**src/keyscan_pkg.sv**
```systemverilog
package keyscan_pkg;

  localparam int         DATA_W         = 8;
  localparam int         DIGITS         = 8;
  localparam logic [7:0] SELECT_ALL_ONES = 8'hFF;
  localparam logic [7:0] SELECT_FIRST    = 8'hFE;
  localparam logic [7:0] NIBBLE_MASK     = 8'h0F;
  localparam logic [2:0] PTR_FIRST       = 3'h0;
  localparam logic [7:0] RESET_BYTE      = 8'h00;
  localparam int         SELECT_DONE_BIT = 1;
  localparam int         DWELL_DEFAULT   = 100;
  localparam int         SETTLE_CYCLES   = 2;
  localparam logic [7:0] DWELL_RESET     = 8'h64;

  typedef enum logic [3:0] {
    ST_REFRESH_INIT,
    ST_SHOW_DIGIT,
    ST_DWELL,
    ST_KEY_INIT,
    ST_COL_STEP,
    ST_COL_SAMPLE,
    ST_PAIR_DONE
  } scan_state_t;

endpackage

```
**src/dwell_timer.sv**
```systemverilog
`timescale 1ns/1ns
module dwell_timer
(
  input  wire logic       core_clk,
  input  wire logic       rst,
  input  wire logic       load,
  input  wire logic [7:0] loadValue,
  output logic            expired
);
  logic [7:0] count_reg;

  // down counter; expires when it reaches one
  always_ff @(posedge core_clk or posedge rst)
  begin
    if (rst)
      count_reg <= 8'h00;
    else if (load)
      count_reg <= loadValue;
    else if (count_reg != 8'h00)
      count_reg <= count_reg - 8'h01;
  end

  assign expired = (count_reg <= 8'h01) && !load;
endmodule // dwell_timer

```
**src/key_matrix_display_scanner.sv**
```systemverilog
`timescale 1ns/1ns
// What this block does
// [RULE1] blank segments during key scan, then resume refresh
// [RULE2] key scan loads select all ones, zero in
// [RULE3] each column step rotates select left, carry in
// [RULE4] drive select, then sample four key returns
// [RULE5] pressed key pulls low, stored inverted as one
// [RULE6] keep lower nibble, upper four bits zero
// [RULE7] swap nibbles between first and second column
// [RULE8] equal to previous sample: write stable register
// [RULE9] differing sample: update debounce, keep key register
// [RULE10] first pair to set a, last pair b
// [RULE11] select bit 1 high marks second pair done
// [RULE12] refresh starts select FE, pointer first digit
// [RULE13] patterns loaded externally into eight locations
// [RULE14] drive segment pattern first, then digit select
// [RULE15] after dwell rotate left with one, increment pointer
// [RULE16] pointer wrapping to zero ends refresh cycle
// [RULE17] programmable dwell count reloaded per digit
// [RULE18] pick dwell for 250 to 500 Hz refresh
// [RULE19] blank: all high common anode, zero cathode
// [RULE20] invert segments common anode, pass cathode
// [RULE21] keys 1-8 in a, 9-16 in b
module key_matrix_display_scanner
  import keyscan_pkg::*;
#(
  parameter logic [7:0] DWELL_COUNT = 8'(DWELL_DEFAULT)
)
(
  input  wire logic                core_clk,
  input  wire logic                rst,
  input  wire logic                commonAnode,
  input  wire logic                keyScanRequest,
  input  wire logic [3:0]          keyReturn,
  input  wire logic [7:0]          dwellCount,
  input  wire logic                digitWriteEn,
  input  wire logic [2:0]          digitWriteAddr,
  input  wire logic [keyscan_pkg::DATA_W-1:0] digitWriteData,
  output logic      [7:0]          digitSelectPort,
  output logic      [7:0]          segmentPort,
  output logic      [7:0]          stableKeysA,
  output logic      [7:0]          stableKeysB,
  output logic      [7:0]          debounceRegA,
  output logic      [7:0]          debounceRegB,
  output logic                     keyScanBusy,
  output logic                     refreshDone
);
  import keyscan_pkg::*;

  ////////////////////////////////////////////////////////////////////////////
  // storage and helpers

  logic [DATA_W-1:0] digitMem [DIGITS];
  scan_state_t       state_reg;
  logic [7:0]        select_reg;
  logic              carry_reg;
  logic [2:0]        pointer_reg;
  logic [7:0]        work_reg;
  logic              colHalf_reg;
  logic              pendingScan_reg;
  logic [1:0]        settle_reg;
  logic              dwellLoad;
  logic              dwellExpired;
  logic [7:0]        dwellValue;

  function automatic logic [7:0] rotate_left(input logic [7:0] v, input logic cin);
    rotate_left = {v[6:0], cin};
  endfunction

  function automatic logic [7:0] blank_value(input logic anode);
    blank_value = anode ? 8'hFF : 8'h00;
  endfunction

  assign dwellValue = (dwellCount != 8'h00) ? dwellCount : DWELL_COUNT; // see [RULE17] see [RULE18]
  assign dwellLoad  = (state_reg == ST_SHOW_DIGIT);

  dwell_timer u_dwell
  (
    .core_clk  (core_clk),
    .rst       (rst),
    .load      (dwellLoad),
    .loadValue (dwellValue),
    .expired   (dwellExpired)
  );

  ////////////////////////////////////////////////////////////////////////////
  // digit pattern store, filled by the outside source

  always_ff @(posedge core_clk)
  begin
    if (digitWriteEn)
      digitMem[digitWriteAddr] <= digitWriteData; // see [RULE13]
  end

  ////////////////////////////////////////////////////////////////////////////
  // key scan request latch

  always_ff @(posedge core_clk or posedge rst)
  begin
    if (rst)
      pendingScan_reg <= 1'b0;
    else if (keyScanRequest)
      pendingScan_reg <= 1'b1;
    else if (state_reg == ST_KEY_INIT)
      pendingScan_reg <= 1'b0;
  end

  ////////////////////////////////////////////////////////////////////////////
  // sequencer

  always_ff @(posedge core_clk or posedge rst)
  begin
    if (rst)
    begin
      state_reg   <= ST_REFRESH_INIT;
      select_reg  <= SELECT_ALL_ONES;
      carry_reg   <= 1'b0;
      pointer_reg <= PTR_FIRST;
      work_reg    <= RESET_BYTE;
      colHalf_reg <= 1'b0;
      settle_reg  <= 2'h0;
    end
    else
    begin
      case (state_reg)
        ST_REFRESH_INIT:
        begin
          if (pendingScan_reg)
            state_reg <= ST_KEY_INIT;
          else
          begin
            select_reg  <= SELECT_FIRST; // see [RULE12]
            pointer_reg <= PTR_FIRST;    // see [RULE12]
            state_reg   <= ST_SHOW_DIGIT;
          end
        end
        ST_SHOW_DIGIT:
          state_reg <= ST_DWELL;
        ST_DWELL:
        begin
          if (dwellExpired)
          begin
            select_reg  <= rotate_left(select_reg, 1'b1); // see [RULE15]
            pointer_reg <= pointer_reg + 3'h1;            // see [RULE15]
            if (pointer_reg == 3'h7)                      // see [RULE16]
              state_reg <= ST_REFRESH_INIT;
            else
              state_reg <= ST_SHOW_DIGIT;
          end
        end
        ST_KEY_INIT:
        begin
          select_reg  <= SELECT_ALL_ONES; // see [RULE2]
          carry_reg   <= 1'b0;            // see [RULE2]
          work_reg    <= RESET_BYTE;
          colHalf_reg <= 1'b0;
          state_reg   <= ST_COL_STEP;
        end
        ST_COL_STEP:
        begin
          select_reg <= rotate_left(select_reg, carry_reg); // see [RULE3]
          carry_reg  <= select_reg[7];
          settle_reg <= 2'(SETTLE_CYCLES);
          state_reg  <= ST_COL_SAMPLE;
        end
        ST_COL_SAMPLE:
        begin
          if (settle_reg != 2'h0)
            settle_reg <= settle_reg - 2'h1;
          else if (!colHalf_reg)
          begin
            // see [RULE4] see [RULE5] see [RULE6] see [RULE7]
            work_reg    <= {~keyReturn, 4'h0};
            colHalf_reg <= 1'b1;
            state_reg   <= ST_COL_STEP;
          end
          else
          begin
            work_reg    <= work_reg | ({4'h0, ~keyReturn} & NIBBLE_MASK); // see [RULE6]
            colHalf_reg <= 1'b0;
            state_reg   <= ST_PAIR_DONE;
          end
        end
        ST_PAIR_DONE:
        begin
          work_reg <= RESET_BYTE;
          if (select_reg[SELECT_DONE_BIT]) // see [RULE11]
            state_reg <= ST_REFRESH_INIT;  // see [RULE1]
          else
            state_reg <= ST_COL_STEP;
        end
        default:
          state_reg <= ST_REFRESH_INIT;
      endcase
    end
  end

  ////////////////////////////////////////////////////////////////////////////
  // debounce and stable key registers

  always_ff @(posedge core_clk or posedge rst)
  begin
    if (rst)
    begin
      debounceRegA <= RESET_BYTE;
      debounceRegB <= RESET_BYTE;
      stableKeysA  <= RESET_BYTE;
      stableKeysB  <= RESET_BYTE;
    end
    else if (state_reg == ST_PAIR_DONE)
    begin
      if (!select_reg[SELECT_DONE_BIT]) // see [RULE10] see [RULE21]
      begin
        if ((work_reg ^ debounceRegA) == 8'h00)
          stableKeysA <= work_reg; // see [RULE8]
        debounceRegA <= work_reg;  // see [RULE9]
      end
      else
      begin
        if ((work_reg ^ debounceRegB) == 8'h00)
          stableKeysB <= work_reg; // see [RULE8]
        debounceRegB <= work_reg;  // see [RULE9]
      end
    end
  end

  ////////////////////////////////////////////////////////////////////////////
  // output ports

  always_ff @(posedge core_clk or posedge rst)
  begin
    if (rst)
    begin
      segmentPort     <= 8'h00;
      digitSelectPort <= 8'hFF;
      keyScanBusy     <= 1'b0;
      refreshDone     <= 1'b0;
    end
    else
    begin
      keyScanBusy <= (state_reg == ST_KEY_INIT) || (state_reg == ST_COL_STEP)
                     || (state_reg == ST_COL_SAMPLE) || (state_reg == ST_PAIR_DONE);
      refreshDone <= (state_reg == ST_DWELL) && dwellExpired && (pointer_reg == 3'h7); // see [RULE16]
      case (state_reg)
        ST_KEY_INIT:
          segmentPort <= blank_value(commonAnode); // see [RULE1] see [RULE19]
        ST_SHOW_DIGIT:
          segmentPort <= commonAnode ? ~digitMem[pointer_reg] : digitMem[pointer_reg]; // see [RULE14] see [RULE20]
        default:
          segmentPort <= segmentPort;
      endcase
      case (state_reg)
        ST_DWELL:
          digitSelectPort <= select_reg; // see [RULE14]
        ST_COL_SAMPLE:
          digitSelectPort <= select_reg; // see [RULE4]
        ST_SHOW_DIGIT, ST_REFRESH_INIT:
          digitSelectPort <= 8'hFF;
        default:
          digitSelectPort <= digitSelectPort;
      endcase
    end
  end

endmodule // key_matrix_display_scanner

```
**config.mk**
```make
export PLATFORM = sky130hd
export DESIGN_NAME = key_matrix_display_scanner
export DESIGN_NICKNAME = d
export VERILOG_FILES = /design/src/keyscan_pkg.sv /design/src/dwell_timer.sv /design/src/key_matrix_display_scanner.sv
export SDC_FILE = /design/constraint.sdc
export NUM_CORES = 1
export LEC_CHECK = 0
export BUFFER_PORTS_ARGS = -buffer_cell sky130_fd_sc_hd__clkbuf_2
export CORE_MARGIN = 5
export CORE_UTILIZATION = 60
export CTS_CLUSTER_SIZE = 10
export DETAILED_ROUTE_END_ITERATION = 10
export PLACE_DENSITY_LB_ADDON = 0.08
export SYNTH_ARGS = -nofsm -noshare
export SYNTH_HDL_FRONTEND = slang
export SYNTH_HIERARCHICAL = 1
export SYNTH_SLANG_ARGS = --single-unit
```
**constraint.sdc**
```tcl
create_clock -name core_clk -period 4.1 [get_ports core_clk]
set_input_delay 0.205 -clock core_clk [delete_from_list [all_inputs] [get_ports core_clk]]
set_output_delay 0.205 -clock core_clk [all_outputs]
set_load 0.01 [all_outputs]
```
* Yosys cells after proc, flatten, opt, wreduce, memory -nomap -nowiden
Memory sizes are Yosys's and may differ from the RTL's. Cells that the tools add are included.
Word-level totals: flip-flop bits (word level) 86, memory bits (writable) 64, input port bits 28, output and inout bits 50, word-level logic and storage cells 108, memories 1
Memory list:
- digitMem | words 8, width 8, rd ports 1, clocked after memory_dff 0, write ports 1, line key_matrix_display_scanner.sv:53 | logic [DATA_W-1:0] digitMem [DIGITS];
Cells by class: add/subtract/negate cells 3, order comparisons 1, equality and inequality tests 11, multiplexer cells 33, bitwise gates (word level) 6, reductions and logical operators 36
Operator list (number):
- 2-to-1 mux 8 bit | 9
- case mux 8 bit (2 select lines) | 3
- case mux 8 bit (4 select lines) | 1
- case mux 4 bit (7 select lines) | 1
- nonzero test 2 bit | 10
- zero test 8 bit | 2
- nonzero test 8 bit | 2
- bitwise XOR 8 bit | 2
- equality test 4 x 3 -> 1 bit (second input constant) | 3
- AND reduction 2 bit | 6
- AND reduction 3 bit | 4
- 2-to-1 mux 3 bit | 3
- equality test 4 x 2 -> 1 bit (second input constant) | 2
- <= comparator 8 x 1 -> 1 bit (second input constant) | 1
- 2-to-1 mux 4 bit | 2
- != test 2 bit (second input constant) | 4
- NOT 8 bit | 1
- bitwise OR 8 x 4 -> 8 bit | 1
- subtractor 8 x 1 -> 8 bit (second input constant) | 1
- 2-to-1 mux 1 bit | 7
- 2-to-1 mux 2 bit | 3
- case mux 3 bit (2 select lines) | 1
- OR reduction 2 bit | 3
- equality test 4 x 1 -> 1 bit (second input constant) | 1
- other kinds (12) | 17

* Logic depth before layout (Yosys ltp)
depth in word-level cells 5, gate-level depth with buffers 12

* Modules after synthesis
Netlist, hierarchy kept.
By module, submodules not included:
- key_matrix_display_scanner | instances 1, cells an instance 433, area each 6023.3 µm²
- dwell_timer | instances 1, cells an instance 62, area each 530.5 µm²

* Least setup slack after synthesis
Ideal clock, no wire load.
path type reg-to-reg, start register state_reg[1], end register select_reg[0], library setup time 75 ps, data arrival time 2114 ps, setup slack 1911 ps, cell stages (with the launch flop) 13, path buffers 2, period minus slack after synthesis 2189 ps, cells stage by stage dfrtp_1 > inv_2 > nand3_1 > clkbuf_1 > inv_1 > clkbuf_1 > nor3_1 > o21ai_0 > nor2_1 > nor2_1 > nor2_1 > a21o_1 > a2bb2oi_1
Between the ends: word-level cells in the longest chain between the ends 5, elaborated cells between the ends (all ways) 12
Ends and longest elaborated chain:
- start: declaration | line key_matrix_display_scanner.sv:54 | scan_state_t state_reg;
- start signal: assignment | line key_matrix_display_scanner.sv:115 | state_reg <= ST_REFRESH_INIT;
- start signal: assignment | line key_matrix_display_scanner.sv:129 | state_reg <= ST_KEY_INIT;
- start signal: assignment | line key_matrix_display_scanner.sv:134 | state_reg <= ST_SHOW_DIGIT;
- equality test 4 x 1 -> 1 bit | line key_matrix_display_scanner.sv:75 | assign dwellLoad = (state_reg == ST_SHOW_DIGIT);
- net dwellLoad | line key_matrix_display_scanner.sv:62 | logic dwellLoad;
- zero test 1 bit | line dwell_timer.sv:23 | assign expired = (count_reg <= 8'h01) && !load;
- logical AND 1 bit | line dwell_timer.sv:23
- net dwellExpired | line key_matrix_display_scanner.sv:63 | logic dwellExpired;
- != test 2 bit (no source line)
- AND reduction 3 bit (no source line)
- end signal: assignment | line key_matrix_display_scanner.sv:143 | select_reg <= rotate_left(select_reg, 1'b1);
- end signal: assignment | line key_matrix_display_scanner.sv:161 | select_reg <= rotate_left(select_reg, carry_reg);
- end: declaration | line key_matrix_display_scanner.sv:55 | logic [7:0] select_reg;
The timed path passes the listed nets, and every way through them passes these cells. A chain may end at the register's enable or synchronous reset.

* Worst setup path after layout
start register state_reg[2], end register select_reg[0]
Same word-level chain as after synthesis.

==> impl_metrics.py <==
metrics = {
    "yosys": {
        "async_reset_ff_frac": 0.570,
        "yosys.cell_types.count": 60,
        "yosys_warnings": 6,
        "synthesis.nets": 528,
        "avgSynthCellArea_um2": 13.2,
        "seq_area_frac_synth": 0.621,
        "synth_top_cell_by_area": "edfxtp_1",
        "synth.top_cell.area_share": 0.293,
        "synthCells": 495,
        "ys_seq_elements": 149,
        "synth_area_leaders": "edfxtp_1 (29%), dfrtp_1 (26%), mux2_2 (7.4%), dfstp_2 (6.4%), mux4_2 (3.1%)",
        "synth_edf_count": 64,
        "ys.flop_type": "dfrtp_1",
        "syn_area_um2": 6550,
    },
    "grt": {
        "antenna_found_initial": 0,
        "grt_pass1_wl_um": 22000,
        "use_met1": 0.288,
        "grt_use_total": 0.217,
        "use_met3": 0.0571,
        "grt_start_max_net_pins": 48,
        "gr-total-overflow": 0,
        "top_usage_layer": "met2",
        "grt_pass1_vias": 4355,
        "grt_use_met2": 0.346,
    },
    "floorplanning": {
        "die_y_um": 115,
        "start_util": 0.607,
        "io_pins": 78,
        "die_w_um": 115,
        "coreArea_um2": 10800,
        "rows": 38,
        "die_area_um2": 13100,
    },
    "routing": {
        "drcViolationCount": 0,
        "dr.pass1.iters": 5,
        "wl_per_cell_um": 18.0,
        "via_per_inst": 5.88,
        "ant_nets": 0,
        "drt-initial-drc-count": 400,
        "vias": 4331,
        "wl_um": 13300,
    },
    "finish": {
        "antenna-diode-count": 0,
        "fillCellCount": 723,
        "syn_to_final_growth_pct": 18.3,
        "seq_area_um2": 4070,
        "largest_reg_flops": 64,
        "multi_input_area_um2": 2280,
        "nets": 618,
        "drive_gt1_frac": 0.312,
        "top_register": "digitMem",
    },
    "cts": {
        "htreeDepth": 4,
        "cts_root_buf": "clkbuf_8",
        "path_clk_slew_ns": 0.06,
        "post_cts_buffers": 0,
        "cts_sinks": 149,
        "cts_tree": "built",
        "clk_latency_ns": 0.52,
        "cts_buffer_depth": 2,
        "cts_buffers": 17,
    },
    "pwr": {
        "share_seq_of_total_power": 0.453,
        "swShare": 0.337,
        "p_int_mw": 3.27,
        "ir_drop_uv": 423,
        "comb_power_share": 0.263,
        "power_per_cell_area_nw_per_um2": 636,
        "p_clk_frac": 0.284,
        "power_mw": 4.93,
        "power.leakage_nw": 3.18,
        "switching_power_mw": 1.66,
    },
    "sta": {
        "relSlewSlack": 0.183,
        "worst_pin_slew_ns": 1.22,
        "max_freq_mhz": 293,
        "finalSetupViolCount": 0,
        "rsz0062_at_grt": "no",
        "fin_crit_sh": 0.833,
        "finalSetupTns_ns": 0,
        "post-route-min-period_ns": 3.42,
        "finalMaxSlewViolations": 0,
        "final_hold_viol_count": 0,
        "fin_worst_skew_ns": 0.00388,
    },
    "setup_path": {
        "critPathSlowestCell": "dfrtp_1",
        "critPathArrivalTime_ns": 3.87,
        "cpMostUsedCell": "nor2_1",
        "critical_path.cell_chain": "inv_1 -> nand3_1 -> inv_1 -> nor3_1 -> o21ai_0 -> nor2_1 -> nor2_1 -> nor2_1 -> a21o_1 -> a2bb2oi_1",
        "path_class": "reg -> reg",
        "cp_max_fo": 22,
        "critPathBufInv": 2,
        "cp.required_ns": 4.55,
        "cpLargestDelayFamily": "simple AND/OR/NAND/NOR gates",
        "critPathMaxStageDelay_ns": 0.73,
        "worstSetupStartpointType": "flip-flop",
        "crit_path_end_kind": "flip-flop",
    },
    "placed_design": {
        "gp_congestion": 0.847,
        "dp_hpwl_um": 8990,
        "portBuffers": 77,
    },
    "run_status": {
        "status": "completed",
    },
    "flow_run": {
        "cap_violations": 0,
    },
    "min_path": {
        "hp-class": "in -> reg",
    },
}
## cells in the mapped netlist, drive strengths merged (4+ instances only)
master   instances
dfrtp           69
a21o             5
or4              9
xnor2            8
nand2           23
xor2             9
clkbuf          20
ha               5
nor3             8
mux4             9
o21ai           25
buf              9
mux2            43
nand3           11
a21oi           19
dfstp           16
o22a            14
edfxtp          64
nor4             6
inv             19
a22oi           10
o21bai           5
nor2            26
nand2b          10
o2bb2ai          4
o22ai            9
## through the flow
stage          hold WS [ns]  instances  utilization  area [um^2]  worst slack [ns]
6_report             0.0824        737        0.718         7750             0.683
5_1_grt              0.0606        737        0.718         7750             0.330
4_1_cts              0.0618        737        0.718         7750             0.752
3_5_place_dp          0.174        686        0.649         7010             0.772
3_3_place_gp          0.166        686        0.649         7010             0.927
2_1_floorplan        0.0207        495            -         6550              1.91
## timing repair
action | CTS | global route
hold buffers | 20 | 0
resized for setup | 0 | 0
endpoints found under the hold margin | 130 | 0
## cell families (layout without fill, tap and decap cells)
group                      count (synthesis)  in the layout  share of synthesized area
muxes                                     55             55                      0.109
AOI/OAI and AO/OA                        110            110                      0.114
adders and majority gates                  5              5                    0.00955
and+or+nand+nor                          111            111                     0.0934
DFF                                      149            149                      0.621
buffers and inverters                     48            150                     0.0305
xor gates and xnor gates                  17             17                     0.0227
## final timing paths
kind	from	end	slack, ns	cells after the start
max	state_reg[2]$_DFFE_PP0P_	select_reg[0]$_DFFE_PP1P_	0.68	10
min	dwellCount[6]	u_dwell/count_reg[6]$_DFFE_PP0P_	0.08	4
max reg2reg	state_reg[2]$_DFFE_PP0P_	select_reg[0]$_DFFE_PP1P_	0.68	10
min reg2reg	stableKeysB[1]$_DFFE_PP0P_	stableKeysB[1]$_DFFE_PP0P_	0.50	1
max in group asynchronous	rst	digitSelectPort[7]$_DFFE_PP1P_	2.65	4
min in group asynchronous	rst	u_dwell/count_reg[1]$_DFFE_PP0P_	0.20	3
## cells in the final DEF (no fill, tap or decap), types with 14 or more instances in the layout
cell type      count
inv_1             17
a21oi_1           19
o22a_1            14
mux2_2            43
dfstp_2           16
clkbuf_16         16
edfxtp_1          64
clkbuf_2          77
dfrtp_1           69
o21ai_0           25
dlygate4sd3_1     20
nand2_1           23
nor2_1            26
## worst min-delay path, stage by stage
cell      delay, ns
clkbuf_2       0.09
nand2b_1       0.09
nor2b_1        0.04
a21oi_1        0.12
## layout make-up
class | instances | area share
sequential | 149 | 0.525
multi-input combinational | 298 | 0.295
timing repair buffer | 100 | 0.0784
clock buffer | 17 | 0.0534
tap | 140 | 0.0226
clock inverter | 14 | 0.0169
inverter | 19 | 0.00920
## power by group through the flow
| stage | registers (mW) | clock network (mW) | logic [mW] |
|---|---|---|---|
| finish | 2.23 | 1.40 | 1.30 |
| global route | 2.28 | 1.50 | 1.44 |
| CTS | 2.23 | 1.43 | 1.30 |
| detailed placement | 2.25 | 0 | 1.27 |
| global placement | 2.23 | 0 | 1.23 |
| floorplan | 2.15 | 0 | 0.968 |
## layer usage
layer / vias to the layer above / wire, um / share of wire
met1: 2125 / 5790 / 0.44
met2: 139 / 6600 / 0.50
met5: - / 0 / 0
li1: 2044 / - / -
met3: 23 / 669 / 0.050
met4: 0 / 238 / 0.018
Power figures use the tool's default switching activity.
